<file path="src/dlci_pkg.sv">
/*
 * Package for the deframer link configuration and interrupt vector block:
 * register offsets, field positions, reset values and the carrier structs.
 * Assumes an 8-bit serial control port in front of it that presents one
 * decoded register access per clock.
 */
package dlci_pkg;

    ////////////////////////////////////////////////////////////////////////////
    // Register offsets
    localparam int unsigned ADDR_W = 12;
    localparam logic [11:0] OFS_OCTETS_PER_FRAME = 12'h476;
    localparam logic [11:0] OFS_LINK_TEST_CTRL   = 12'h477;
    localparam logic [11:0] OFS_ALIGN_MF_COUNT   = 12'h478;
    localparam logic [11:0] OFS_LINK_IRQ_VECTOR  = 12'h47A;

    ////////////////////////////////////////////////////////////////////////////
    // Reset values
    localparam logic [7:0] RST_OCTETS_PER_FRAME = 8'h01;
    localparam logic [7:0] RST_LINK_TEST_CTRL   = 8'h00;
    localparam logic [7:0] RST_ALIGN_MF_COUNT   = 8'h01;
    localparam logic [7:0] RST_LINK_IRQ_ENABLE  = 8'h00;

    // Legal octets-per-frame settings
    localparam logic [7:0] OCTETS_ONE  = 8'h01;
    localparam logic [7:0] OCTETS_TWO  = 8'h02;
    localparam logic [7:0] OCTETS_FOUR = 8'h04;

    ////////////////////////////////////////////////////////////////////////////
    // Field positions
    localparam int unsigned BIT_ALIGNMENT_TEST_MODE = 7;
    localparam int unsigned BIT_THRESHOLD_GATE_EN   = 3;

    localparam int unsigned BIT_DISPARITY_ERR   = 7;
    localparam int unsigned BIT_TABLE_MISS      = 6;
    localparam int unsigned BIT_STRAY_CONTROL   = 5;
    localparam int unsigned BIT_IRQ_RESERVED    = 4;
    localparam int unsigned BIT_LANE_ALIGN_FAIL = 3;
    localparam int unsigned BIT_CHECKSUM_FAIL   = 2;
    localparam int unsigned BIT_FRAME_LOCK_FAIL = 1;
    localparam int unsigned BIT_GROUP_LOCK_FAIL = 0;

    // Implemented bits of the interrupt vector
    localparam logic [7:0] IRQ_VECTOR_USED = 8'hEF;

    // Sync-request gate positions on the gate input
    localparam int unsigned GATE_DISPARITY = 2;
    localparam int unsigned GATE_TABLE     = 1;
    localparam int unsigned GATE_STRAY     = 0;

    // Sequence length is the field times four
    localparam int unsigned ALIGN_MF_SHIFT = 2;
    localparam int unsigned NUM_SOURCES    = 8;

    ////////////////////////////////////////////////////////////////////////////
    // Carriers
    typedef struct packed {
        logic              wr;
        logic              rd;
        logic [ADDR_W-1:0] addr;
        logic [7:0]        wdata;
    } dlci_reg_req_s;

    typedef struct packed {
        logic       valid;
        logic [7:0] rdata;
    } dlci_reg_rsp_s;

    typedef struct packed {
        logic [7:0] octets_per_frame;
        logic [7:0] link_test_ctrl;
        logic [7:0] alignment_multiframes_div4;
        logic [7:0] link_irq_enable;
        logic [7:0] link_irq_pending;
        logic       irq_n;
        logic       link_sync_request;
        logic [9:0] alignment_multiframes;
        dlci_reg_rsp_s rsp;
    } dlci_state_s;

endpackage : dlci_pkg

</file>
<file path="src/dlci_lane_or.sv">
/*
 * Collapses the per-lane interrupt sources of each error class into one
 * bit per class, in the layout of the interrupt vector.
 * Assumes each per-lane source is a level held by the lane logic until its
 * own per-lane reset clears it.
 */
module dlci_lane_or #(
    parameter int unsigned LANES = 8
) (
    // Per-lane sources, one row per vector bit
    input  wire logic [dlci_pkg::NUM_SOURCES-1:0][LANES-1:0] lane_src_i,
    // Any-lane summary
    output logic      [dlci_pkg::NUM_SOURCES-1:0]            any_lane_o
);

    ////////////////////////////////////////////////////////////////////////////
    for (genvar g = 0; g < dlci_pkg::NUM_SOURCES; g++) begin : g_src
        assign any_lane_o[g] = |lane_src_i[g];
    end

endmodule : dlci_lane_or

</file>
<file path="src/dlci_top.sv">
/*
 * Link configuration and interrupt vector registers of the deframer.
 * Holds the frame size, alignment test mode, threshold gating enable and
 * alignment sequence length, gathers per-lane error sources into one flag
 * vector with enables and drives the active-low interrupt and sync request.
 * Assumes the control port presents single-cycle decoded accesses and that
 * per-lane sources come from the lane status logic on the same clock.
 */
module dlci_top #(
    parameter int unsigned LANES = 8
) (
    // Clock and reset
    input  wire logic                  ref_clk_i,
    input  wire logic                  rst_b_i,
    // Register port
    input  wire dlci_pkg::dlci_reg_req_s reg_req_i,
    output dlci_pkg::dlci_reg_rsp_s      reg_rsp_o,
    // Per-lane error sources
    input  wire logic [LANES-1:0]      disparity_err_lane_i,
    input  wire logic [LANES-1:0]      table_miss_lane_i,
    input  wire logic [LANES-1:0]      stray_control_lane_i,
    input  wire logic [LANES-1:0]      lane_align_fail_lane_i,
    input  wire logic [LANES-1:0]      checksum_fail_lane_i,
    input  wire logic [LANES-1:0]      frame_lock_fail_lane_i,
    input  wire logic [LANES-1:0]      group_lock_fail_lane_i,
    // Sync-request gates: disparity, table miss, stray control
    input  wire logic [2:0]            sync_req_gate_i,
    // Configuration out to the deframer
    output logic [7:0]                 octets_per_frame_o,
    output logic                       alignment_test_mode_o,
    output logic                       threshold_gate_en_o,
    output logic [9:0]                 alignment_multiframes_o,
    // Link and host signalling
    output logic                       link_sync_request_o,
    output logic                       irq_b_o
);

    ////////////////////////////////////////////////////////////////////////////
    // Source aggregation
    logic [dlci_pkg::NUM_SOURCES-1:0][LANES-1:0] lane_src;
    logic [dlci_pkg::NUM_SOURCES-1:0]            any_lane;

    always_comb begin
        lane_src = '0;
        lane_src[dlci_pkg::BIT_DISPARITY_ERR]   = disparity_err_lane_i;
        lane_src[dlci_pkg::BIT_TABLE_MISS]      = table_miss_lane_i;
        lane_src[dlci_pkg::BIT_STRAY_CONTROL]   = stray_control_lane_i;
        lane_src[dlci_pkg::BIT_LANE_ALIGN_FAIL] = lane_align_fail_lane_i;
        lane_src[dlci_pkg::BIT_CHECKSUM_FAIL]   = checksum_fail_lane_i;
        lane_src[dlci_pkg::BIT_FRAME_LOCK_FAIL] = frame_lock_fail_lane_i;
        lane_src[dlci_pkg::BIT_GROUP_LOCK_FAIL] = group_lock_fail_lane_i;
    end

    dlci_lane_or #(
        .LANES      (LANES)
    ) u_lane_or (
        .lane_src_i (lane_src),
        .any_lane_o (any_lane)
    );

    ////////////////////////////////////////////////////////////////////////////
    // State
    dlci_pkg::dlci_state_s state_q;
    dlci_pkg::dlci_state_s state_d;

    logic       wr_hit_octets;
    logic       wr_hit_test;
    logic       wr_hit_align;
    logic       wr_hit_irq;
    logic       octets_legal;
    logic [7:0] pending_next;
    logic       gate_en;

    always_comb begin
        state_d = state_q;

        wr_hit_octets = reg_req_i.wr && (reg_req_i.addr == dlci_pkg::OFS_OCTETS_PER_FRAME);
        wr_hit_test   = reg_req_i.wr && (reg_req_i.addr == dlci_pkg::OFS_LINK_TEST_CTRL);
        wr_hit_align  = reg_req_i.wr && (reg_req_i.addr == dlci_pkg::OFS_ALIGN_MF_COUNT);
        wr_hit_irq    = reg_req_i.wr && (reg_req_i.addr == dlci_pkg::OFS_LINK_IRQ_VECTOR);

        // Illegal frame sizes are dropped so the deframer never sees one
        octets_legal = (reg_req_i.wdata == dlci_pkg::OCTETS_ONE)  ||
                       (reg_req_i.wdata == dlci_pkg::OCTETS_TWO)  ||
                       (reg_req_i.wdata == dlci_pkg::OCTETS_FOUR);
        if (wr_hit_octets && octets_legal) begin
            state_d.octets_per_frame = reg_req_i.wdata;
        end
        if (wr_hit_test) begin
            state_d.link_test_ctrl = reg_req_i.wdata;
        end
        // Zero would give an empty alignment sequence; keep the old length
        if (wr_hit_align && (reg_req_i.wdata != 8'h00)) begin
            state_d.alignment_multiframes_div4 = reg_req_i.wdata;
        end
        if (wr_hit_irq) begin
            state_d.link_irq_enable = reg_req_i.wdata & dlci_pkg::IRQ_VECTOR_USED;
        end

        // Flags follow the sources; cleared only by clearing the lane source
        pending_next = any_lane & dlci_pkg::IRQ_VECTOR_USED;
        state_d.link_irq_pending = pending_next;

        // One-cycle lag from flag to pin keeps the pin flop-driven
        state_d.irq_n = ~|(state_q.link_irq_pending & state_q.link_irq_enable);

        // Per-error gates only count while the threshold gate is on
        gate_en = state_q.link_test_ctrl[dlci_pkg::BIT_THRESHOLD_GATE_EN];
        state_d.link_sync_request = gate_en && (
            (sync_req_gate_i[dlci_pkg::GATE_DISPARITY] &&
             state_q.link_irq_pending[dlci_pkg::BIT_DISPARITY_ERR]) ||
            (sync_req_gate_i[dlci_pkg::GATE_TABLE] &&
             state_q.link_irq_pending[dlci_pkg::BIT_TABLE_MISS]) ||
            (sync_req_gate_i[dlci_pkg::GATE_STRAY] &&
             state_q.link_irq_pending[dlci_pkg::BIT_STRAY_CONTROL]));

        state_d.alignment_multiframes =
            {2'b00, state_d.alignment_multiframes_div4} << dlci_pkg::ALIGN_MF_SHIFT;

        // Read answer one cycle after the request; unmapped reads give zero
        state_d.rsp.valid = reg_req_i.rd;
        state_d.rsp.rdata = 8'h00;
        if (reg_req_i.rd) begin
            case (reg_req_i.addr)
                dlci_pkg::OFS_OCTETS_PER_FRAME: begin
                    state_d.rsp.rdata = state_q.octets_per_frame;
                end
                dlci_pkg::OFS_LINK_TEST_CTRL: begin
                    state_d.rsp.rdata = state_q.link_test_ctrl;
                end
                dlci_pkg::OFS_ALIGN_MF_COUNT: begin
                    state_d.rsp.rdata = state_q.alignment_multiframes_div4;
                end
                dlci_pkg::OFS_LINK_IRQ_VECTOR: begin
                    state_d.rsp.rdata = state_q.link_irq_pending;
                end
                default: begin
                    state_d.rsp.rdata = 8'h00;
                end
            endcase
        end
    end

    ////////////////////////////////////////////////////////////////////////////
    // Registers
    always_ff @(posedge ref_clk_i or negedge rst_b_i) begin
        if (!rst_b_i) begin
            state_q.octets_per_frame           <= dlci_pkg::RST_OCTETS_PER_FRAME;
            state_q.link_test_ctrl             <= dlci_pkg::RST_LINK_TEST_CTRL;
            state_q.alignment_multiframes_div4 <= dlci_pkg::RST_ALIGN_MF_COUNT;
            state_q.link_irq_enable            <= dlci_pkg::RST_LINK_IRQ_ENABLE;
            state_q.link_irq_pending           <= 8'h00;
            state_q.irq_n                      <= 1'b1;
            state_q.link_sync_request          <= 1'b0;
            state_q.alignment_multiframes      <= 10'h004;
            state_q.rsp                        <= '0;
        end else begin
            state_q <= state_d;
        end
    end

    ////////////////////////////////////////////////////////////////////////////
    // Outputs
    assign reg_rsp_o               = state_q.rsp;
    assign octets_per_frame_o      = state_q.octets_per_frame;
    assign alignment_test_mode_o   = state_q.link_test_ctrl[dlci_pkg::BIT_ALIGNMENT_TEST_MODE];
    assign threshold_gate_en_o     = state_q.link_test_ctrl[dlci_pkg::BIT_THRESHOLD_GATE_EN];
    assign alignment_multiframes_o = state_q.alignment_multiframes;
    assign link_sync_request_o     = state_q.link_sync_request;
    // Enables at bits 7..5 and 3..0 each steer one flag onto the pin; bit 4 is held at zero
    assign irq_b_o                 = state_q.irq_n;

endmodule : dlci_top

</file>
<file path="config.mk">
export PLATFORM = sky130hd
export DESIGN_NAME = dlci_top
export DESIGN_NICKNAME = d
export VERILOG_FILES = /design/src/dlci_pkg.sv /design/src/dlci_lane_or.sv /design/src/dlci_top.sv
export SDC_FILE = /design/constraint.sdc
export NUM_CORES = 1
export LEC_CHECK = 0
export ABC_AREA = 0
export BUFFER_PORTS_ARGS = -buffer_cell sky130_fd_sc_hd__clkbuf_2
export CAP_MARGIN = 20
export CELL_PAD_IN_SITES_DETAIL_PLACEMENT = 2
export CELL_PAD_IN_SITES_GLOBAL_PLACEMENT = 2
export CORE_ASPECT_RATIO = 0.6
export CORE_MARGIN = 2
export CORE_UTILIZATION = 31
export CTS_BUF_LIST = sky130_fd_sc_hd__clkbuf_2 sky130_fd_sc_hd__clkbuf_4 sky130_fd_sc_hd__clkbuf_8
export DETAILED_ROUTE_END_ITERATION = 10
export GPL_TIMING_DRIVEN = 0
export PLACE_DENSITY = 0.93
export REMOVE_ABC_BUFFERS = 1
export SLEW_MARGIN = 10
export SYNTH_ARGS = -nofsm -noshare
export SYNTH_HDL_FRONTEND = slang
export SYNTH_SLANG_ARGS = --single-unit
</file>
<file path="constraint.sdc">
create_clock -name ref_clk_i -period 2.65 [get_ports ref_clk_i]
set_input_delay 0.265 -clock ref_clk_i [delete_from_list [all_inputs] [get_ports ref_clk_i]]
set_output_delay 0.265 -clock ref_clk_i [all_outputs]
set_load 0.005 [all_outputs]
</file>
==> results of run 1 <==
flip-flops by register name, indices dropped and copies added (netlist names):
signal and flops:
link_sync_request_o 1, octets_per_frame_o 8, alignment_multiframes_o 8, alignment_test_mode_o 1
state_q 20, irq_b_o 1, threshold_gate_en_o 1, reg_rsp_o 9
critical path: stages:
cell and delay (ps):
sky130_fd_sc_hd__clkbuf_2 70, sky130_fd_sc_hd__nand4b_1 590, sky130_fd_sc_hd__nor4_4 920, sky130_fd_sc_hd__nand4_2 360, sky130_fd_sc_hd__mux2_1 400
where the power goes:
part | internal, mW | total (mW) | switching, mW
combinational | 0.0815 | 0.161 | 0.0794
sequential | 0.758 | 0.767 | 0.00990
clock | 0.194 | 0.456 | 0.262
total | 1.03 | 1.38 | 0.351
logic make-up (layout without fill, tap and decap cells):
kind of cell	Yosys count	in the layout	share of synthesized area, %
simple gates	74	74	18.1
flops	49	49	49.6
buf+inv	36	123	9.69
mux	32	32	14.5
compound gates	26	26	7.52
other cells	1	2	0.151
xor+xnor	1	1	0.353
Yosys cell counts (3+ instances only):
cell type                  number
sky130_fd_sc_hd__a21oi_1        8
sky130_fd_sc_hd__dfrtp_1       46
sky130_fd_sc_hd__mux2_2        31
sky130_fd_sc_hd__and2_1         5
sky130_fd_sc_hd__nand4b_1       3
sky130_fd_sc_hd__buf_4         28
sky130_fd_sc_hd__dfstp_2        3
sky130_fd_sc_hd__clkbuf_1       6
sky130_fd_sc_hd__a22oi_1        9
sky130_fd_sc_hd__nor2_1        13
sky130_fd_sc_hd__nand2_1       15
sky130_fd_sc_hd__nor4_1        14
sky130_fd_sc_hd__nand2b_1       8
path summary, 6_finish.rpt:
check / endpoint / slack [ps]
hold / removal: reg_rsp_o[8]$_DFF_PN0_ / 70
min in group asynchronous: octets_per_frame_o[6]$_DFFE_PN0P_ / 490
setup reg to reg: reg_rsp_o[0]$_DFF_PN0_ / 1500
hold reg to reg: state_q[45]$_DFFE_PN0P_ / 510
setup / recovery: octets_per_frame_o[0]$_DFFE_PN1P_ / 280
max in group asynchronous: octets_per_frame_o[0]$_DFFE_PN1P_ / 1520
layer usage:
| layer | GRT usage [%] | routed length, um |
|---|---|---|
| met4 | 3.14 | 43 |
| met1 | 24.4 | 3440 |
| met5 | 0 | 0 |
| met3 | 4.35 | 519 |
| met2 | 30.5 | 3500 |
metrics by stage:
stage,instances,area [um2],util (%)
5_1_grt,415,3060,39.1
2_1_floorplan,186,2250,-
3_3_place_gp,405,2940,37.6
6_report,415,3060,39.1
3_5_place_dp,406,2960,37.9
4_1_cts,415,3060,39.1
final cells by class:
| cell class | count | share of cell area (%) |
|---|---|---|
| clock inverters | 2 | 0.327 |
| multi-input cells | 135 | 33.1 |
| inverters | 2 | 0.246 |
| well taps | 108 | 4.42 |
| clock buffers | 6 | 2.50 |
| flip-flops and latches | 49 | 40.2 |
| repair buffers | 113 | 19.2 |
==> qor.json, run 1 <==
{
  "clkLatencyLatePin": {"value": 310, "unit": "ps"},
  "cts_repair_resize_count": {"value": 0},
  "transition_time_of_the_tightest_slew_check_pin": {"value": 842, "unit": "ps"},
  "portion_of_synthesized_cell_area_occupied_by_the_leading_cell_type": {"value": 46.4, "unit": "%"},
  "number_of_global_route_vias_before_repair": {"value": 2260},
  "synthesis.yosys.warnings": {"value": 0},
  "total_global_routing_track_utilization": {"value": 18.1, "unit": "%"},
  "cts_tree": {"value": "built"},
  "pin_count": {"value": 114},
  "post_synth_main_area_contributors": {"value": "sky130_fd_sc_hd__dfrtp_1 46%, sky130_fd_sc_hd__mux2_2 14%, sky130_fd_sc_hd__buf_4 8.5%, sky130_fd_sc_hd__nor4_1 3.5%, sky130_fd_sc_hd__dfstp_2 3.2%"},
  "maxClockFrequency": {"value": 422, "unit": "MHz"},
  "cts_num_sinks": {"value": 49},
  "grt_setup_unrepaired": {"value": "no"},
  "drt_wl_total": {"value": 7500, "unit": "um"},
  "worst_hold_path.num_cells": {"value": 1},
  "dieArea": {"value": 0.00875, "unit": "mm2"},
  "drc_errors": {"value": 0},
  "place_ws": {"value": -35.9, "unit": "ps"},
  "fillerInstances": {"value": 860},
  "design.final.nets": {"value": 389},
  "max_cap_violations": {"value": 0},
  "finalSetupViolCount": {"value": 0},
  "worstReg2RegStart": {"value": "alignment_multiframes_o[2]$_DFFE_PN1P_"},
  "holdWs": {"value": 72.4, "unit": "ps"},
  "p_leak": {"value": 1.53, "unit": "nW"},
  "cts-htree-levels": {"value": 2},
  "routabilityCongestion": {"value": 0.815},
  "clk_transition_reported_paths": {"value": 90, "unit": "ps"},
  "critical_path_peak_fanout": {"value": 13},
  "holdCritStartpoint": {"value": "reg_req_i[20]"},
  "via_per_inst": {"value": 4.95},
  "grt_first_pass_wirelength": {"value": 12100, "unit": "um"},
  "final-max-slew-violation-count": {"value": 0},
  "type_of_element_capturing_the_critical_path": {"value": "flop"},
  "mostFrequentLayoutCells": {"value": "111 x sky130_fd_sc_hd__clkbuf_2, 46 x sky130_fd_sc_hd__dfrtp_1, 31 x sky130_fd_sc_hd__mux2_2"},
  "critical_path.startpoint": {"value": "reg_req_i[15]"},
  "routed-via-count": {"value": 2055},
  "critical_path_class": {"value": "input pin to flop"},
  "leading_area_contributor_after_synthesis": {"value": "sky130_fd_sc_hd__dfrtp_1"},
  "global_route.overflow_total": {"value": 0},
  "final_critical_path_setup_slack": {"value": 282, "unit": "ps"},
  "timing.reg2reg.worst_path_depth": {"value": 4},
  "largest_net_degree_at_the_start_of_global_routing": {"value": 29},
  "clock-skew-final": {"value": 6.20, "unit": "ps"},
  "synthCells": {"value": 219},
  "drt_first_pass_iters": {"value": 4},
  "syn_to_final_growth": {"value": 23.3, "unit": "%"},
  "synthFlopType": {"value": "sky130_fd_sc_hd__dfrtp_1"},
  "dr.first_iter.drc_count": {"value": 78},
  "worst_slew_margin_rel": {"value": 43.4, "unit": "%"},
  "timing.final.crit_period": {"value": 2370, "unit": "ps"},
  "drt.antenna.violating_nets": {"value": 0},
  "class_of_the_most_critical_hold_timing_path": {"value": "input pin to flop"},
  "antenna_cells_inserted": {"value": 0},
  "port_buffers": {"value": 111},
  "die_h": {"value": 73.3, "unit": "um"},
  "drive_gt1_share": {"value": 52.8, "unit": "%"},
  "post_synthesis_cell_area": {"value": 0.00248, "unit": "mm2"},
  "power.density": {"value": 453, "unit": "mW/mm2"},
  "placeableCoreArea": {"value": 0.00782, "unit": "mm2"},
  "finalPower": {"value": 1.38, "unit": "mW"},
  "ir_worst_vdd": {"value": 0.218, "unit": "mV"},
  "final-seq-area": {"value": 0.00123, "unit": "mm2"},
  "initial_antenna_violation_count": {"value": 0},
  "timing.critical_path.required": {"value": 2890, "unit": "ps"},
  "post_cts_buffers": {"value": 0},
  "multi_input_area": {"value": 0.00101, "unit": "mm2"},
  "layout_commonest_cell": {"value": "sky130_fd_sc_hd__clkbuf_2"},
  "synth.yosys.seq_area_share": {"value": 49.6, "unit": "%"},
  "root_buffer": {"value": "sky130_fd_sc_hd__clkbuf_8"},
  "share_of_synthesized_registers_carrying_an_async_set_or_reset": {"value": 100, "unit": "%"},
  "synthesis.area_per_instance": {"value": 11.3, "unit": "um2"},
  "fp-row-count": {"value": 25},
  "wire_length_per_cell": {"value": 18.1, "unit": "um"},
  "postCtsHoldBufs": {"value": 1},
  "fin_crit_sh": {"value": 89.4, "unit": "%"},
  "clk_path_buf_depth": {"value": 2},
  "synth-edff-count": {"value": 0},
  "ys_seq_elements": {"value": 49},
  "dieWidth": {"value": 119, "unit": "um"},
  "cts_inserted_buffers": {"value": 5},
  "timing.critical_path.arrival": {"value": 2610, "unit": "ps"},
  "hpwl": {"value": 5870, "unit": "um"},
  "initial_core_util": {"value": 31.7, "unit": "%"},
  "run_status": {"value": "completed"},
  "hold_violation_total_from_the_final_report": {"value": 0},
  "final.setup.tns": {"value": 0, "unit": "ps"},
  "post_synth_num_cell_types": {"value": 36},
  "cp-start-kind": {"value": "input pin"}
}
Note: power is estimated with default switching activity, not from simulation.
==> run 2, diff against run 1 <==
GPL_ROUTABILITY_DRIVEN = 1   (was default)
SYNTH_HIERARCHICAL = 1   (was default)
==> qor.json, run 2 <==
{
  "run_status": {"value": "completed"},
  "cell_type_of_the_slowest_stage_on_the_worst_timing_path": {"value": "sky130_fd_sc_hd__a2111oi_4"},
  "timing.critical_path.max_delay_family": {"value": "compound AO/OA/AOI/OAI gates"},
  "grt.met2_usage": {"value": 26.8, "unit": "%", "change": "-3.8 points"},
  "pin_count": {"value": 114, "change": "unchanged"},
  "fillerInstances": {"value": 781, "change": "-9.2%"},
  "drive_gt1_share": {"value": 56.0, "unit": "%", "change": "+3.3 points"},
  "fp-row-count": {"value": 24, "change": "-4.0%"},
  "routed-via-count": {"value": 1856, "change": "-9.7%"},
  "critical_path_peak_fanout": {"value": 11, "change": "-2"},
  "wire_length_per_cell": {"value": 17.7, "unit": "um", "change": "-2.2%"},
  "place.detailed.instances": {"value": 378, "change": "-6.9%"},
  "syn_to_final_growth": {"value": 25.0, "unit": "%"},
  "worstPathBufferInverterCount": {"value": 1, "change": "unchanged"},
  "type_of_element_capturing_the_critical_path": {"value": "flop"},
  "initial_antenna_violation_count": {"value": 0, "change": "unchanged"},
  "drc_errors": {"value": 0, "change": "unchanged"},
  "initial_core_util": {"value": 32.4, "unit": "%", "change": "+0.72 points"},
  "global_route.overflow_total": {"value": 0, "change": "unchanged"},
  "class_of_the_most_critical_hold_timing_path": {"value": "input pin to flop"},
  "ir_worst_vdd": {"value": 0.190, "unit": "mV", "change": "-13%"},
  "grt_setup_unrepaired": {"value": "no"},
  "die_h": {"value": 71.9, "unit": "um", "change": "-1.8%"},
  "timing.final.crit_period": {"value": 2140, "unit": "ps", "change": "-224 ps"},
  "finalSetupViolCount": {"value": 0, "change": "unchanged"},
  "cts_num_sinks": {"value": 49, "change": "unchanged"},
  "critPathMaxStageDelay": {"value": 710, "unit": "ps", "change": "-210 ps"},
  "p_leak": {"value": 1.54, "unit": "nW", "change": "+0.62%"},
  "layout_commonest_cell": {"value": "sky130_fd_sc_hd__clkbuf_2"},
  "timing.critical_path.required": {"value": 2840, "unit": "ps", "change": "-50 ps"},
  "clk_path_buf_depth": {"value": 2, "change": "unchanged"},
  "port_buffers": {"value": 111, "change": "unchanged"},
  "largest_register_ff_count": {"value": 20, "change": "unchanged"},
  "cts_repair_resize_count": {"value": 0, "change": "unchanged"},
  "cts_tree": {"value": "built"},
  "drt_first_pass_iters": {"value": 6, "change": "+2"},
  "fin_crit_sh": {"value": 80.9, "unit": "%", "change": "-8.4 points"},
  "transition_time_of_the_tightest_slew_check_pin": {"value": 785, "unit": "ps", "change": "-57.3 ps"},
  "largest_register": {"value": "state_q"},
  "dieWidth": {"value": 117, "unit": "um", "change": "-1.9%"},
  "grt_met1_use": {"value": 23.4, "unit": "%", "change": "-0.97 points"},
  "path_cells": {"value": "clkbuf_2, or3b_1, a2111oi_4, mux2_2"},
  "final.setup.tns": {"value": 0, "unit": "ps", "change": "unchanged"},
  "largest_net_degree_at_the_start_of_global_routing": {"value": 26, "change": "-10%"},
  "placeableCoreArea": {"value": 0.00736, "unit": "mm2", "change": "-5.9%"},
  "power.density": {"value": 450, "unit": "mW/mm2", "change": "-0.72%"},
  "cp-start-kind": {"value": "input pin"},
  "finalPower": {"value": 1.34, "unit": "mW", "change": "-3.2%"},
  "cts_inserted_buffers": {"value": 5, "change": "unchanged"},
  "clkLatencyLatePin": {"value": 300, "unit": "ps", "change": "about the same"},
  "mostFrequentLayoutCells": {"value": "111 x sky130_fd_sc_hd__clkbuf_2, 46 x sky130_fd_sc_hd__dfrtp_1, 26 x sky130_fd_sc_hd__mux2_2"},
  "post_cts_buffers": {"value": 0, "change": "unchanged"},
  "drt_wl_total": {"value": 6830, "unit": "um", "change": "-9.0%"},
  "clock-skew-final": {"value": 3.81, "unit": "ps", "change": "-2.38 ps"},
  "via_per_inst": {"value": 4.81, "change": "-2.9%"},
  "root_buffer": {"value": "sky130_fd_sc_hd__clkbuf_8"},
  "routabilityCongestion": {"value": 0.774, "change": "-5.1%"},
  "final-max-slew-violation-count": {"value": 0, "change": "unchanged"},
  "dr.first_iter.drc_count": {"value": 61, "change": "-22%"},
  "critical_path_class": {"value": "input pin to flop"},
  "globalRouteMet3Util": {"value": 4.26, "unit": "%", "change": "-0.087 points"},
  "design.final.nets": {"value": 365, "change": "-6.2%"},
  "antenna_cells_inserted": {"value": 0, "change": "unchanged"},
  "hpwl": {"value": 5570, "unit": "um", "change": "-5.0%"},
  "total_global_routing_track_utilization": {"value": 17.0, "unit": "%", "change": "-1.2 points"},
  "layoutNonFillerInstCount": {"value": 386, "change": "-7.0%"},
  "synthesis.area_per_instance": {"value": 12.5, "unit": "um2", "change": "+10%"},
  "grt.busiest_layer": {"value": "met2"},
  "dieArea": {"value": 0.00843, "unit": "mm2", "change": "-3.6%"},
  "max_cap_violations": {"value": 0, "change": "unchanged"},
  "worst_slew_margin_rel": {"value": 47.4, "unit": "%", "change": "+4.0 points"},
  "clk_transition_reported_paths": {"value": 90, "unit": "ps", "change": "about the same"},
  "timing.critical_path.arrival": {"value": 2340, "unit": "ps", "change": "-270 ps"},
  "drt.antenna.violating_nets": {"value": 0, "change": "unchanged"},
  "synthesis.yosys.warnings": {"value": 6, "change": "+6"},
  "grt_first_pass_wirelength": {"value": 10700, "unit": "um", "change": "-12%"},
  "synthCells": {"value": 191, "change": "-13%"},
  "number_of_global_route_vias_before_repair": {"value": 2062, "change": "-8.8%"},
  "cts-htree-levels": {"value": 2, "change": "unchanged"},
  "post_synthesis_cell_area": {"value": 0.00238, "unit": "mm2", "change": "-3.8%"},
  "hold_violation_total_from_the_final_report": {"value": 0, "change": "unchanged"},
  "maxClockFrequency": {"value": 466, "unit": "MHz", "change": "+10%"}
}
[run 2: per-layer routing]
layer	vias up	part of all wire [%]
met5	-	0
met4	0	0.88
met3	8	7.7
met2	85	46
met1	911	46
li1	852	-
[run 2: metrics by stage]
step / area, um2 / util, % / setup WS (ps) / hold WS [ps]
after floorplan: 2170 / - / 757 / -30.6
after detailed placement: 2880 / 39.1 / 168 / 330
final: 2980 / 40.5 / 506 / 83.5
after CTS: 2980 / 40.5 / 499 / 75.7
after global routing: 2980 / 40.5 / 424 / 88.3
after global placement: 2860 / 38.9 / 238 / 405
[run 2: where the power goes]
part	total, mW	switching, mW	internal [mW]
sequential	0.752	0.00173	0.751
combinational	0.134	0.0681	0.0656
clock	0.454	0.236	0.218
total	1.34	0.306	1.03
[run 2: area by class of cell]
cell class,instances,area (um2),area share [%]
Sequential cell,49,1230,41.3
Multi-Input combinational cell,110,933,31.3
Timing Repair Buffer,113,586,19.6
Tap cell,104,130,4.37
Clock buffer,7,90.1,3.02
Inverter,3,11.3,0.378
[run 2: path summary, 6_finish.rpt]
path	startpoint	end	slack (ps)	cells past startpoint
hold reg to reg	state_q[46]$_DFFE_PN0P_	state_q[46]$_DFFE_PN0P_	520	1
max in group asynchronous	rst_b_i	octets_per_frame_o[0]$_DFFE_PN1P_	1490	3
hold / removal	reg_req_i[20]	reg_rsp_o[8]$_DFF_PN0_	80	1
setup / recovery	reg_req_i[8]	alignment_multiframes_o[9]$_DFFE_PN0P_	510	4
min in group asynchronous	rst_b_i	reg_rsp_o[5]$_DFF_PN0_	520	2
setup reg to reg	state_q[28]$_DFF_PN0_	irq_b_o$_DFF_PN1_	1570	2
[run 2: timing repair]
item,4_1_cts,5_1_grt
hold buffers,1,0
hold endpoints to repair,16,0
setup endpoints to repair,0,0
